## config.mk

```make
export PLATFORM = sky130hd
export DESIGN_NAME = afdc_loop_top
export DESIGN_NICKNAME = d
export VERILOG_FILES = /design/src/afdc_pkg.sv /design/src/afdc_fan_drive.sv /design/src/afdc_loop_top.sv
export VERILOG_INCLUDE_DIRS = /design/src
export SDC_FILE = /design/constraint.sdc
export NUM_CORES = 1
export LEC_CHECK = 0
export CAP_MARGIN = 25
export CORE_UTILIZATION = 40
export CTS_CLUSTER_SIZE = 16
export DETAILED_ROUTE_END_ITERATION = 7
export DONT_BUFFER_PORTS = 1
export PLACE_DENSITY_LB_ADDON = 0.08
export RECOVER_POWER = 25
export SETUP_SLACK_MARGIN = 0.02
export SLEW_MARGIN = 30
export SYNTH_ARGS = -nofsm -noshare
export SYNTH_HDL_FRONTEND = slang
export SYNTH_SLANG_ARGS = --single-unit
```

## constraint.sdc

```tcl
create_clock -name clk -period 16.85 [get_ports clk]
set_input_delay 0.8425 -clock clk [delete_from_list [all_inputs] [get_ports clk]]
set_output_delay 0.8425 -clock clk [all_outputs]
set_load 0.01 [all_outputs]
```

## src/afdc_defines.svh

```systemverilog
// Register map, field positions, reset values and timing counts of the fan loop
`ifndef AFDC_DEFINES_SVH
`define AFDC_DEFINES_SVH

// Register offsets
`define AFDC_ADDR_CFG 8'h00
`define AFDC_ADDR_FAN1_CHAR 8'h20
`define AFDC_ADDR_FAN2_CHAR 8'h21
`define AFDC_ADDR_MIN_DUTY 8'h22
`define AFDC_ADDR_LOCAL_THR 8'h24
`define AFDC_ADDR_REMOTE1_THR 8'h25
`define AFDC_ADDR_REMOTE2_THR 8'h26
`define AFDC_ADDR_DUTY_STAT 8'h2A

// Field positions
`define AFDC_CFG_AUTO_BIT 7
`define AFDC_CFG_SEL_HI 6
`define AFDC_CFG_SEL_LO 5
`define AFDC_SPIN_HI 2
`define AFDC_SPIN_LO 0
`define AFDC_TMIN_HI 7
`define AFDC_TMIN_LO 3
`define AFDC_SPAN_HI 2
`define AFDC_SPAN_LO 0
`define AFDC_DUTY_W 4

// Reset values
`define AFDC_RST_CFG 8'h80
`define AFDC_RST_FAN_CHAR 8'h1D
`define AFDC_RST_MIN_DUTY 8'h55
`define AFDC_RST_THR 8'h51

// Loop constants
`define AFDC_FULL_DUTY 4'hF
`define AFDC_HYST_DEG 10'sd5
`define AFDC_SPAN_MAX_CODE 3'h4
`define AFDC_CHANNELS 3
`define AFDC_FANS 2

// Spin-up interval as multiples of the base interval, per code
`define AFDC_SPIN_MULT_0 6'd1
`define AFDC_SPIN_MULT_1 6'd2
`define AFDC_SPIN_MULT_2 6'd3
`define AFDC_SPIN_MULT_3 6'd4
`define AFDC_SPIN_MULT_4 6'd5
`define AFDC_SPIN_MULT_5 6'd10
`define AFDC_SPIN_MULT_6 6'd20
`define AFDC_SPIN_MULT_7 6'd40

// Timing
`define AFDC_CLK_MHZ 100
`define AFDC_US_PER_MS 1000
`define AFDC_SPIN_BASE_MS 200
`define AFDC_SPIN_BASE_CYCLES (`AFDC_SPIN_BASE_MS * `AFDC_US_PER_MS * `AFDC_CLK_MHZ)
`define AFDC_PWM_PERIOD_US 32000
`define AFDC_PWM_SLOTS 8'd240
`define AFDC_SLOTS_PER_CODE 8'd16
`define AFDC_PWM_SLOT_CYCLES ((`AFDC_PWM_PERIOD_US * `AFDC_CLK_MHZ) / 240)

`endif

```

## src/afdc_pkg.sv

```systemverilog
// Types shared by the fan loop modules
package afdc_pkg;

   typedef struct packed {
      logic [7:0] addr;
      logic [7:0] wrData;
      logic wr;
      logic rd;
   } afdc_reg_req_t;

   typedef struct packed {
      logic [7:0] localT;
      logic [7:0] remote1T;
      logic [7:0] remote2T;
   } afdc_temps_t;

   typedef enum logic [1:0] {
      SEL_SPLIT = 2'b00,
      SEL_REMOTE1 = 2'b01,
      SEL_REMOTE2 = 2'b10,
      SEL_FASTEST = 2'b11
   } afdc_sel_t;

   typedef enum logic [1:0] {
      FAN_OFF = 2'b00,
      FAN_SPIN = 2'b01,
      FAN_RUN = 2'b10
   } afdc_fan_state_t;

endpackage

```

## src/afdc_fan_drive.sv

```systemverilog
// One fan output: spin-up sequencing and the 240-slot PWM generator
`timescale 1ns/1ns
`default_nettype none
`include "afdc_defines.svh"

module afdc_fan_drive
   import afdc_pkg::*;
#(
   parameter int unsigned SPIN_BASE_CYCLES = `AFDC_SPIN_BASE_CYCLES,
   parameter int unsigned PWM_SLOT_CYCLES = `AFDC_PWM_SLOT_CYCLES
) (
   // Clock and reset
   input wire logic clk,
   input wire logic rst,
   // Loop demand
   input wire logic active,
   input wire logic [3:0] targetCode,
   input wire logic [2:0] spinCode,
   // Fan drive
   output logic pwmOut,
   output logic [3:0] dutyCode
);

   localparam int BW = $clog2(SPIN_BASE_CYCLES + 1);
   localparam int SW = $clog2(PWM_SLOT_CYCLES + 1);

   if (SPIN_BASE_CYCLES < 1 || PWM_SLOT_CYCLES < 1) begin : g_bad_param
      $error("afdc_fan_drive: cycle counts must be at least one");
   end

   afdc_fan_state_t state_r;
   logic [BW-1:0] baseCnt_r;
   logic [5:0] multCnt_r;
   logic [SW-1:0] slotCnt_r;
   logic [7:0] slotIdx_r;
   logic baseTick;
   logic spinDone;

   function automatic logic [5:0] spinMult(input logic [2:0] code);
      case (code)
         3'h0: spinMult = `AFDC_SPIN_MULT_0;
         3'h1: spinMult = `AFDC_SPIN_MULT_1;
         3'h2: spinMult = `AFDC_SPIN_MULT_2;
         3'h3: spinMult = `AFDC_SPIN_MULT_3;
         3'h4: spinMult = `AFDC_SPIN_MULT_4;
         3'h5: spinMult = `AFDC_SPIN_MULT_5;
         3'h6: spinMult = `AFDC_SPIN_MULT_6;
         default: spinMult = `AFDC_SPIN_MULT_7;
      endcase
   endfunction

   assign baseTick = (baseCnt_r == BW'(SPIN_BASE_CYCLES - 1));
   assign spinDone = baseTick && (multCnt_r == 6'h01);

   always_ff @(posedge clk) begin
      if (rst) begin
         state_r <= FAN_OFF;
      end else begin
         unique case (state_r)
            FAN_OFF: if (active) state_r <= FAN_SPIN;
            FAN_SPIN: begin
               if (!active) begin
                  state_r <= FAN_OFF;
               end else if (spinDone) begin
                  state_r <= FAN_RUN;
               end
            end
            FAN_RUN: if (!active) state_r <= FAN_OFF;
            default: state_r <= FAN_OFF;
         endcase
      end
   end

   // The interval code is reloaded while outside spin-up, so a rewrite mid spin-up waits
   always_ff @(posedge clk) begin
      if (rst || state_r != FAN_SPIN) begin
         baseCnt_r <= '0;
         multCnt_r <= spinMult(spinCode);
      end else if (baseTick) begin
         baseCnt_r <= '0;
         multCnt_r <= multCnt_r - 6'h01;
      end else begin
         baseCnt_r <= baseCnt_r + BW'(1);
      end
   end

   always_ff @(posedge clk) begin
      if (rst) begin
         dutyCode <= 4'h0;
      end else begin
         unique case (state_r)
            FAN_SPIN: dutyCode <= `AFDC_FULL_DUTY;
            FAN_RUN: dutyCode <= targetCode;
            default: dutyCode <= 4'h0;
         endcase
      end
   end

   always_ff @(posedge clk) begin
      if (rst) begin
         slotCnt_r <= '0;
         slotIdx_r <= 8'h00;
      end else if (slotCnt_r == SW'(PWM_SLOT_CYCLES - 1)) begin
         slotCnt_r <= '0;
         slotIdx_r <= (slotIdx_r == `AFDC_PWM_SLOTS - 8'h01) ? 8'h00 : slotIdx_r + 8'h01;
      end else begin
         slotCnt_r <= slotCnt_r + SW'(1);
      end
   end

   // Code 15 gives 240 high slots, so full duty never drops low
   always_ff @(posedge clk) begin
      if (rst) begin
         pwmOut <= 1'b0;
      end else begin
         pwmOut <= (slotIdx_r < 8'({4'h0, dutyCode} * `AFDC_SLOTS_PER_CODE));
      end
   end

endmodule
`default_nettype wire

```

## src/afdc_loop_top.sv

```systemverilog
// Automatic fan duty loop: registers, three temperature loops and routing to two fans
`timescale 1ns/1ns
`default_nettype none
`include "afdc_defines.svh"

module afdc_loop_top
   import afdc_pkg::*;
#(
   parameter int unsigned SPIN_BASE_CYCLES = `AFDC_SPIN_BASE_CYCLES,
   parameter int unsigned PWM_SLOT_CYCLES = `AFDC_PWM_SLOT_CYCLES
) (
   // Clock and reset
   input wire logic clk,
   input wire logic rst,
   // Register port
   input wire afdc_reg_req_t regReq,
   output logic [7:0] regRdData,
   // Temperature readings, whole degrees, two's complement
   input wire afdc_temps_t temps,
   // Fan drive
   output logic [1:0] fanPwm
);

   if (SPIN_BASE_CYCLES < 1 || PWM_SLOT_CYCLES < 1) begin : g_bad_param
      $error("afdc_loop_top: cycle counts must be at least one");
   end

   logic [7:0] cfg_r;
   logic [7:0] fanChar_r [`AFDC_FANS];
   logic [7:0] minDuty_r;
   logic [7:0] thresh_r [`AFDC_CHANNELS];
   logic [`AFDC_CHANNELS-1:0] chanOn_r;
   logic [7:0] tempVec [`AFDC_CHANNELS];
   logic [3:0] chanSteps [`AFDC_CHANNELS];
   logic [3:0] fanDuty [`AFDC_FANS];
   logic autoMode;
   afdc_sel_t chanSel;

   assign tempVec[0] = temps.localT;
   assign tempVec[1] = temps.remote1T;
   assign tempVec[2] = temps.remote2T;
   assign autoMode = cfg_r[`AFDC_CFG_AUTO_BIT];
   assign chanSel = afdc_sel_t'(cfg_r[`AFDC_CFG_SEL_HI:`AFDC_CFG_SEL_LO]);

   // Duty of one loop for one fan: minimum at threshold, saturating at full
   function automatic logic [3:0] loopDuty(input logic on, input logic [3:0] minCode,
                                           input logic [3:0] steps);
      logic [4:0] sum;
      sum = {1'b0, minCode} + {1'b0, steps};
      if (!on) begin
         loopDuty = 4'h0;
      end else if (sum > {1'b0, `AFDC_FULL_DUTY}) begin
         loopDuty = `AFDC_FULL_DUTY;
      end else begin
         loopDuty = sum[3:0];
      end
   endfunction

   // Configuration registers; the power-up value already has automatic mode on
   always_ff @(posedge clk) begin
      if (rst) begin
         cfg_r <= `AFDC_RST_CFG;
         fanChar_r[0] <= `AFDC_RST_FAN_CHAR;
         fanChar_r[1] <= `AFDC_RST_FAN_CHAR;
         minDuty_r <= `AFDC_RST_MIN_DUTY;
         thresh_r[0] <= `AFDC_RST_THR;
         thresh_r[1] <= `AFDC_RST_THR;
         thresh_r[2] <= `AFDC_RST_THR;
      end else if (regReq.wr) begin
         case (regReq.addr)
            `AFDC_ADDR_CFG: cfg_r <= regReq.wrData;
            `AFDC_ADDR_FAN1_CHAR: fanChar_r[0] <= regReq.wrData;
            `AFDC_ADDR_FAN2_CHAR: fanChar_r[1] <= regReq.wrData;
            `AFDC_ADDR_MIN_DUTY: minDuty_r <= regReq.wrData;
            `AFDC_ADDR_LOCAL_THR: thresh_r[0] <= regReq.wrData;
            `AFDC_ADDR_REMOTE1_THR: thresh_r[1] <= regReq.wrData;
            `AFDC_ADDR_REMOTE2_THR: thresh_r[2] <= regReq.wrData;
            default: ;
         endcase
      end
   end

   // Read data is registered: it appears the cycle after the read strobe
   always_ff @(posedge clk) begin
      if (rst) begin
         regRdData <= 8'h00;
      end else if (regReq.rd) begin
         case (regReq.addr)
            `AFDC_ADDR_CFG: regRdData <= cfg_r;
            `AFDC_ADDR_FAN1_CHAR: regRdData <= fanChar_r[0];
            `AFDC_ADDR_FAN2_CHAR: regRdData <= fanChar_r[1];
            `AFDC_ADDR_MIN_DUTY: regRdData <= minDuty_r;
            `AFDC_ADDR_LOCAL_THR: regRdData <= thresh_r[0];
            `AFDC_ADDR_REMOTE1_THR: regRdData <= thresh_r[1];
            `AFDC_ADDR_REMOTE2_THR: regRdData <= thresh_r[2];
            `AFDC_ADDR_DUTY_STAT: regRdData <= {fanDuty[1], fanDuty[0]};
            default: regRdData <= 8'h00;
         endcase
      end
   end

   // One loop per temperature channel, each with its own threshold and span
   for (genvar c = 0; c < `AFDC_CHANNELS; c++) begin : g_chan
      logic signed [9:0] tMin;
      logic signed [9:0] tempDiff;
      logic [2:0] span;
      logic [8:0] halfSteps;

      always_comb begin
         tMin = $signed({3'b000, thresh_r[c][`AFDC_TMIN_HI:`AFDC_TMIN_LO], 2'b00});
         tempDiff = $signed({{2{tempVec[c][7]}}, tempVec[c]}) - tMin;
         // Codes above 80 degrees are not defined; they behave as the widest span
         if (thresh_r[c][`AFDC_SPAN_HI:`AFDC_SPAN_LO] > `AFDC_SPAN_MAX_CODE) begin
            span = `AFDC_SPAN_MAX_CODE;
         end else begin
            span = thresh_r[c][`AFDC_SPAN_HI:`AFDC_SPAN_LO];
         end
         // A tenth of the span is 2^span half-degrees, so count in half-degrees
         if (tempDiff > 10'sd0) begin
            halfSteps = {tempDiff[7:0], 1'b0} >> span;
         end else begin
            halfSteps = 9'h000;
         end
         chanSteps[c] = (halfSteps > 9'h00F) ? `AFDC_FULL_DUTY : halfSteps[3:0];
      end

      // Hysteresis: on strictly above threshold, off once 5 degrees below it
      always_ff @(posedge clk) begin
         if (rst) begin
            chanOn_r[c] <= 1'b0;
         end else if (tempDiff > 10'sd0) begin
            chanOn_r[c] <= 1'b1;
         end else if (tempDiff <= -`AFDC_HYST_DEG) begin
            chanOn_r[c] <= 1'b0;
         end
      end
   end

   // Per fan: evaluate every loop with this fan's minimum, then route
   for (genvar f = 0; f < `AFDC_FANS; f++) begin : g_fan
      logic [3:0] minCode;
      logic [3:0] duty [`AFDC_CHANNELS];
      logic [3:0] best;
      logic [3:0] target;
      logic active;
      logic [3:0] target_r;
      logic active_r;

      assign minCode = minDuty_r[f*`AFDC_DUTY_W +: `AFDC_DUTY_W];

      always_comb begin
         for (int c = 0; c < `AFDC_CHANNELS; c++) begin
            duty[c] = loopDuty(chanOn_r[c], minCode, chanSteps[c]);
         end
         // Fastest calculated duty wins, not the hottest channel
         best = duty[0];
         for (int c = 1; c < `AFDC_CHANNELS; c++) begin
            if (duty[c] > best) begin
               best = duty[c];
            end
         end
         unique case (chanSel)
            SEL_SPLIT: begin
               target = duty[f+1];
               active = chanOn_r[f+1];
            end
            SEL_REMOTE1: begin
               target = duty[1];
               active = chanOn_r[1];
            end
            SEL_REMOTE2: begin
               target = duty[2];
               active = chanOn_r[2];
            end
            SEL_FASTEST: begin
               target = best;
               active = |chanOn_r;
            end
         endcase
         // Software control drives the minimum nibble directly
         if (!autoMode) begin
            target = minCode;
            active = (minCode != 4'h0);
         end
      end

      // Registered so that routing changes reach the fan glitch-free
      always_ff @(posedge clk) begin
         if (rst) begin
            target_r <= 4'h0;
            active_r <= 1'b0;
         end else begin
            target_r <= target;
            active_r <= active;
         end
      end

      afdc_fan_drive #(
         .SPIN_BASE_CYCLES(SPIN_BASE_CYCLES),
         .PWM_SLOT_CYCLES(PWM_SLOT_CYCLES)
      ) u_drive (
         .clk(clk),
         .rst(rst),
         .active(active_r),
         .targetCode(target_r),
         .spinCode(fanChar_r[f][`AFDC_SPIN_HI:`AFDC_SPIN_LO]),
         .pwmOut(fanPwm[f]),
         .dutyCode(fanDuty[f])
      );
   end

endmodule
`default_nettype wire

```

==> metrics.txt <==
top post-synthesis cells by area dfxtp_1 24%, edfxtp_1 13%, ha_1 7.9%, nor2_1 5.2%, xor2_1 4.5%; syn avg cell area around 8.7 um^2; final hold violations 0; CTS Root Cell clkbuf_16; critical path peak fanout 7; Mapped Nets ~1500; fin crit share between 40% and 50%; CP max stage delay slightly above 600 ps; Slew HR between 8 and 9%; dpl cells 1753; top_reg_cell synth dfxtp_1; worst hold path type register to register; top cells by count, synth 169 x nor2_1, 145 x dfxtp_1, 124 x nand2_1; status complete, no violations; CP Class register to register; Leakage ~4.9 nW; Tmin final 7530 ps; CP cell instances ha_1 -> fa_1 -> nand2b_1 -> a21oi_1 -> xnor2_1 -> mux2i_1 -> o221ai_1 -> a311oi_1 -> ha_1 -> fa_1 -> or4b_2 -> o311ai_0 -> ha_1 -> a21oi_1 -> nand3b_1 -> nor4b_4 -> mux2_2 -> ha_1 -> o21ai_0 -> a21oi_1 -> o21ai_0 -> nand2_1 -> or4_1 -> o211ai_1; I/O pins 54; Crit path depth 24; final setup fails 0; Max Cap Viol 0; Mapped Cells around 1400; Synth Cell Area approximately 12000 um^2; Routed WL around 31000 um; R2R cell count 24; Multi-input gate area ~7300 um^2; sw frac about 28%; CTS tree built; Post-synth EDFFs 52; type of origin of the critical path register; Pwr Density approximately 81 nW/um^2; FFs w/ async S/R, synth 0%; post-CTS sizing 0; count leader, synth nor2_1; routed via count between 9000 and 10000; sequential power share 48.9%; CTS Buf Count 17; Avg WL per Cell ~17 um; Overflow after GRT 0; Worst Path Required roughly 17000 ps; CP Data Arrival Time approximately 7900 ps; Crit path buffers/inverters 0; Initial Util approximately 40%; RSZ-0062 raised after global routing no; worst skew pair latency roughly 450 ps; #FFs+latches synth 197; Max VDD drop approximately 0.077 mV; Post-CTS Setup Inserts 0; DR iter-0 viols roughly 590; drt pass-1 iters 7; # port buffers 0; Core Region around 30000 um^2; clk_skew ~14 ps; first-pass GRT wire length ~50000 um; setup TNS 0 ps; Synth area leader dfxtp_1; max frequency 133 MHz; antenna viol nets, final 0; vias in the first global route 9470; Layout Cells excl Fill ~1800; nets@finish around 1500; Total GRT Usage ~21%; Clk pin slew, worst setup/hold paths around 80 ps; Layout area overhead 6.97%; largest net degree at the start of global routing 42; die area 31300 um^2; Layout fillers around 3000; die width ~180 um; placer's final routability congestion estimate approximately 0.9; Remaining DRCs 0; Yosys cell types 80; CP Capture Type register; vias per cell 5.58; Seq/Total Area, Yosys between 30% and 40%; part of the power in the clock network 36.5%; most frequent CP cell ha_1; Yosys warnings 0; Clock Sinks slightly below 200; Hold Path Stages 1; crit-path leading delay family compound AO/OA/AOI/OAI gates; die height 177 um; Reg area approximately 4500 um^2; share of post-route cells with drive strength above 1 between 5 and 6%; max-slew violations 0; initial antenna violation count 0; post-synth top area share 23.7%; Hold-fix buffers, CTS 0; internal power ~760 uW; slowest CP cell or4b_2; Clock Tree Buf Depth 2; Comb pwr share around 15%; worst-margin pin slew roughly 1400 ps; Switching Power just under 300 uW; htree depth 4; post-DP HPWL around 23000 um; row count 63
cells in the final DEF (no fill, tap or decap), types with 7 or more instances in the layout:
cell type / n
a21o_1: 23
a211oi_1: 22
fa_1: 9
o21a_1: 11
a221oi_1: 10
nand2b_1: 28
inv_1: 70
and2_1: 25
edfxtp_1: 52
mux2i_1: 24
nand2_1: 124
a22oi_1: 9
a21oi_1: 70
nand4_1: 25
dfxtp_1: 145
o211ai_1: 13
o21ai_0: 69
nand3_1: 55
nor3_1: 28
nand3b_1: 7
xnor2_1: 29
xor2_1: 63
and4_1: 8
clkbuf_16: 17
a31oi_1: 10
or3_1: 18
nor2b_1: 12
a311oi_1: 11
o22ai_1: 8
ha_1: 77
and3_1: 22
or4_1: 8
nor4_1: 9
nor2_1: 169
final timing paths:
| path | endpoint | slack (ps) | startpoint |
|---|---|---|---|
| setup reg to reg | g_fan[0].target_r[3] | 9320 | thresh_r[0][3] |
| hold reg to reg | g_fan[1].u_drive.baseCnt_r[0] | 440 | g_fan[1].u_drive.baseCnt_r[0] |
| hold / removal | g_fan[1].u_drive.baseCnt_r[0] | 440 | g_fan[1].u_drive.baseCnt_r[0] |
| setup / recovery | g_fan[0].target_r[3] | 9320 | thresh_r[0][3] |
layout make-up:
cell class / instances / area share (%)
repair buffers: 7 / 0.353
inverters: 70 / 2.01
multi-input cells: 1090 / 55.7
well taps: 390 / 3.72
clock buffers: 21 / 3.44
clock inverters: 11 / 0.688
flip-flops and latches: 197 / 34.1
diodes: 1 / 0.0191
kinds of logic after synthesis:
group / Yosys count / synth area share [%]
muxes: 30 / 2.88
xor gates and xnor gates: 92 / 6.58
and+or+nand+nor: 574 / 24.0
AOI/OAI and AO/OA: 308 / 16.9
buffers and inverters: 116 / 3.87
DFF: 197 / 36.5
adders and majority gates: 86 / 9.34
power by group through the flow:
stage | clock, mW | combinational [mW] | sequential, mW
finish | 0.386 | 0.154 | 0.517
global route | 0.416 | 0.175 | 0.519
floorplan | 0 | 0.127 | 0.520
CTS | 0.399 | 0.154 | 0.517
global placement | 0 | 0.153 | 0.528
detailed placement | 0 | 0.154 | 0.528
state kept, by name, indices dropped and copies added, names as in the netlist:
name	cells
cfg_r	8
chanOn_r	3
fanChar_r	16
g_fan.active_r	2
g_fan.target_r	8
g_fan.u_drive.baseCnt_r	50
g_fan.u_drive.dutyCode	8
g_fan.u_drive.multCnt_r	12
g_fan.u_drive.pwmOut	2
g_fan.u_drive.slotCnt_r	28
g_fan.u_drive.slotIdx_r	16
g_fan.u_drive.state_r	4
minDuty_r	8
regRdData	8
thresh_r	24
metal layers:
metal  track usage (%)  up-vias  wire, um
li1                  -     5048         -
met2              31.2      191     13300
met5                 0        -         0
met3              3.65       26      1530
met1              29.6     4701     15700
met4              5.89        0       393
worst reg2reg max path, stage by stage (launching register included):
cell      delay, ps
edfxtp_1        440
ha_1            250
fa_1            390
nand2b_1        160
a21oi_1         200
xnor2_1         310
mux2i_1         140
o221ai_1        350
a311oi_1        190
ha_1            240
fa_1            410
or4b_2          610
o311ai_0        600
ha_1            390
a21oi_1         300
nand3b_1        160
nor4b_4         410
mux2_2          390
ha_1            290
o21ai_0          80
a21oi_1          80
o21ai_0         370
nand2_1         180
or4_1           420
o211ai_1        100
metrics by stage:
| step | setup WS (ps) | util, % | area (um^2) | hold slack [ps] | total power, mW |
|---|---|---|---|---|---|
| after CTS | 9480 | 43.9 | 13100 | 434 | 1.07 |
| after global placement | 9180 | 42.1 | 12600 | 426 | 0.681 |
| after global routing | 8850 | 43.8 | 13100 | 433 | 1.11 |
| after detailed placement | 9080 | 42.1 | 12600 | 430 | 0.681 |
| final | 9320 | 43.8 | 13100 | 438 | 1.06 |
| after floorplan | 9810 | - | 12200 | 413 | 0.647 |
No activity file was read; power rests on OpenSTA's default activity.
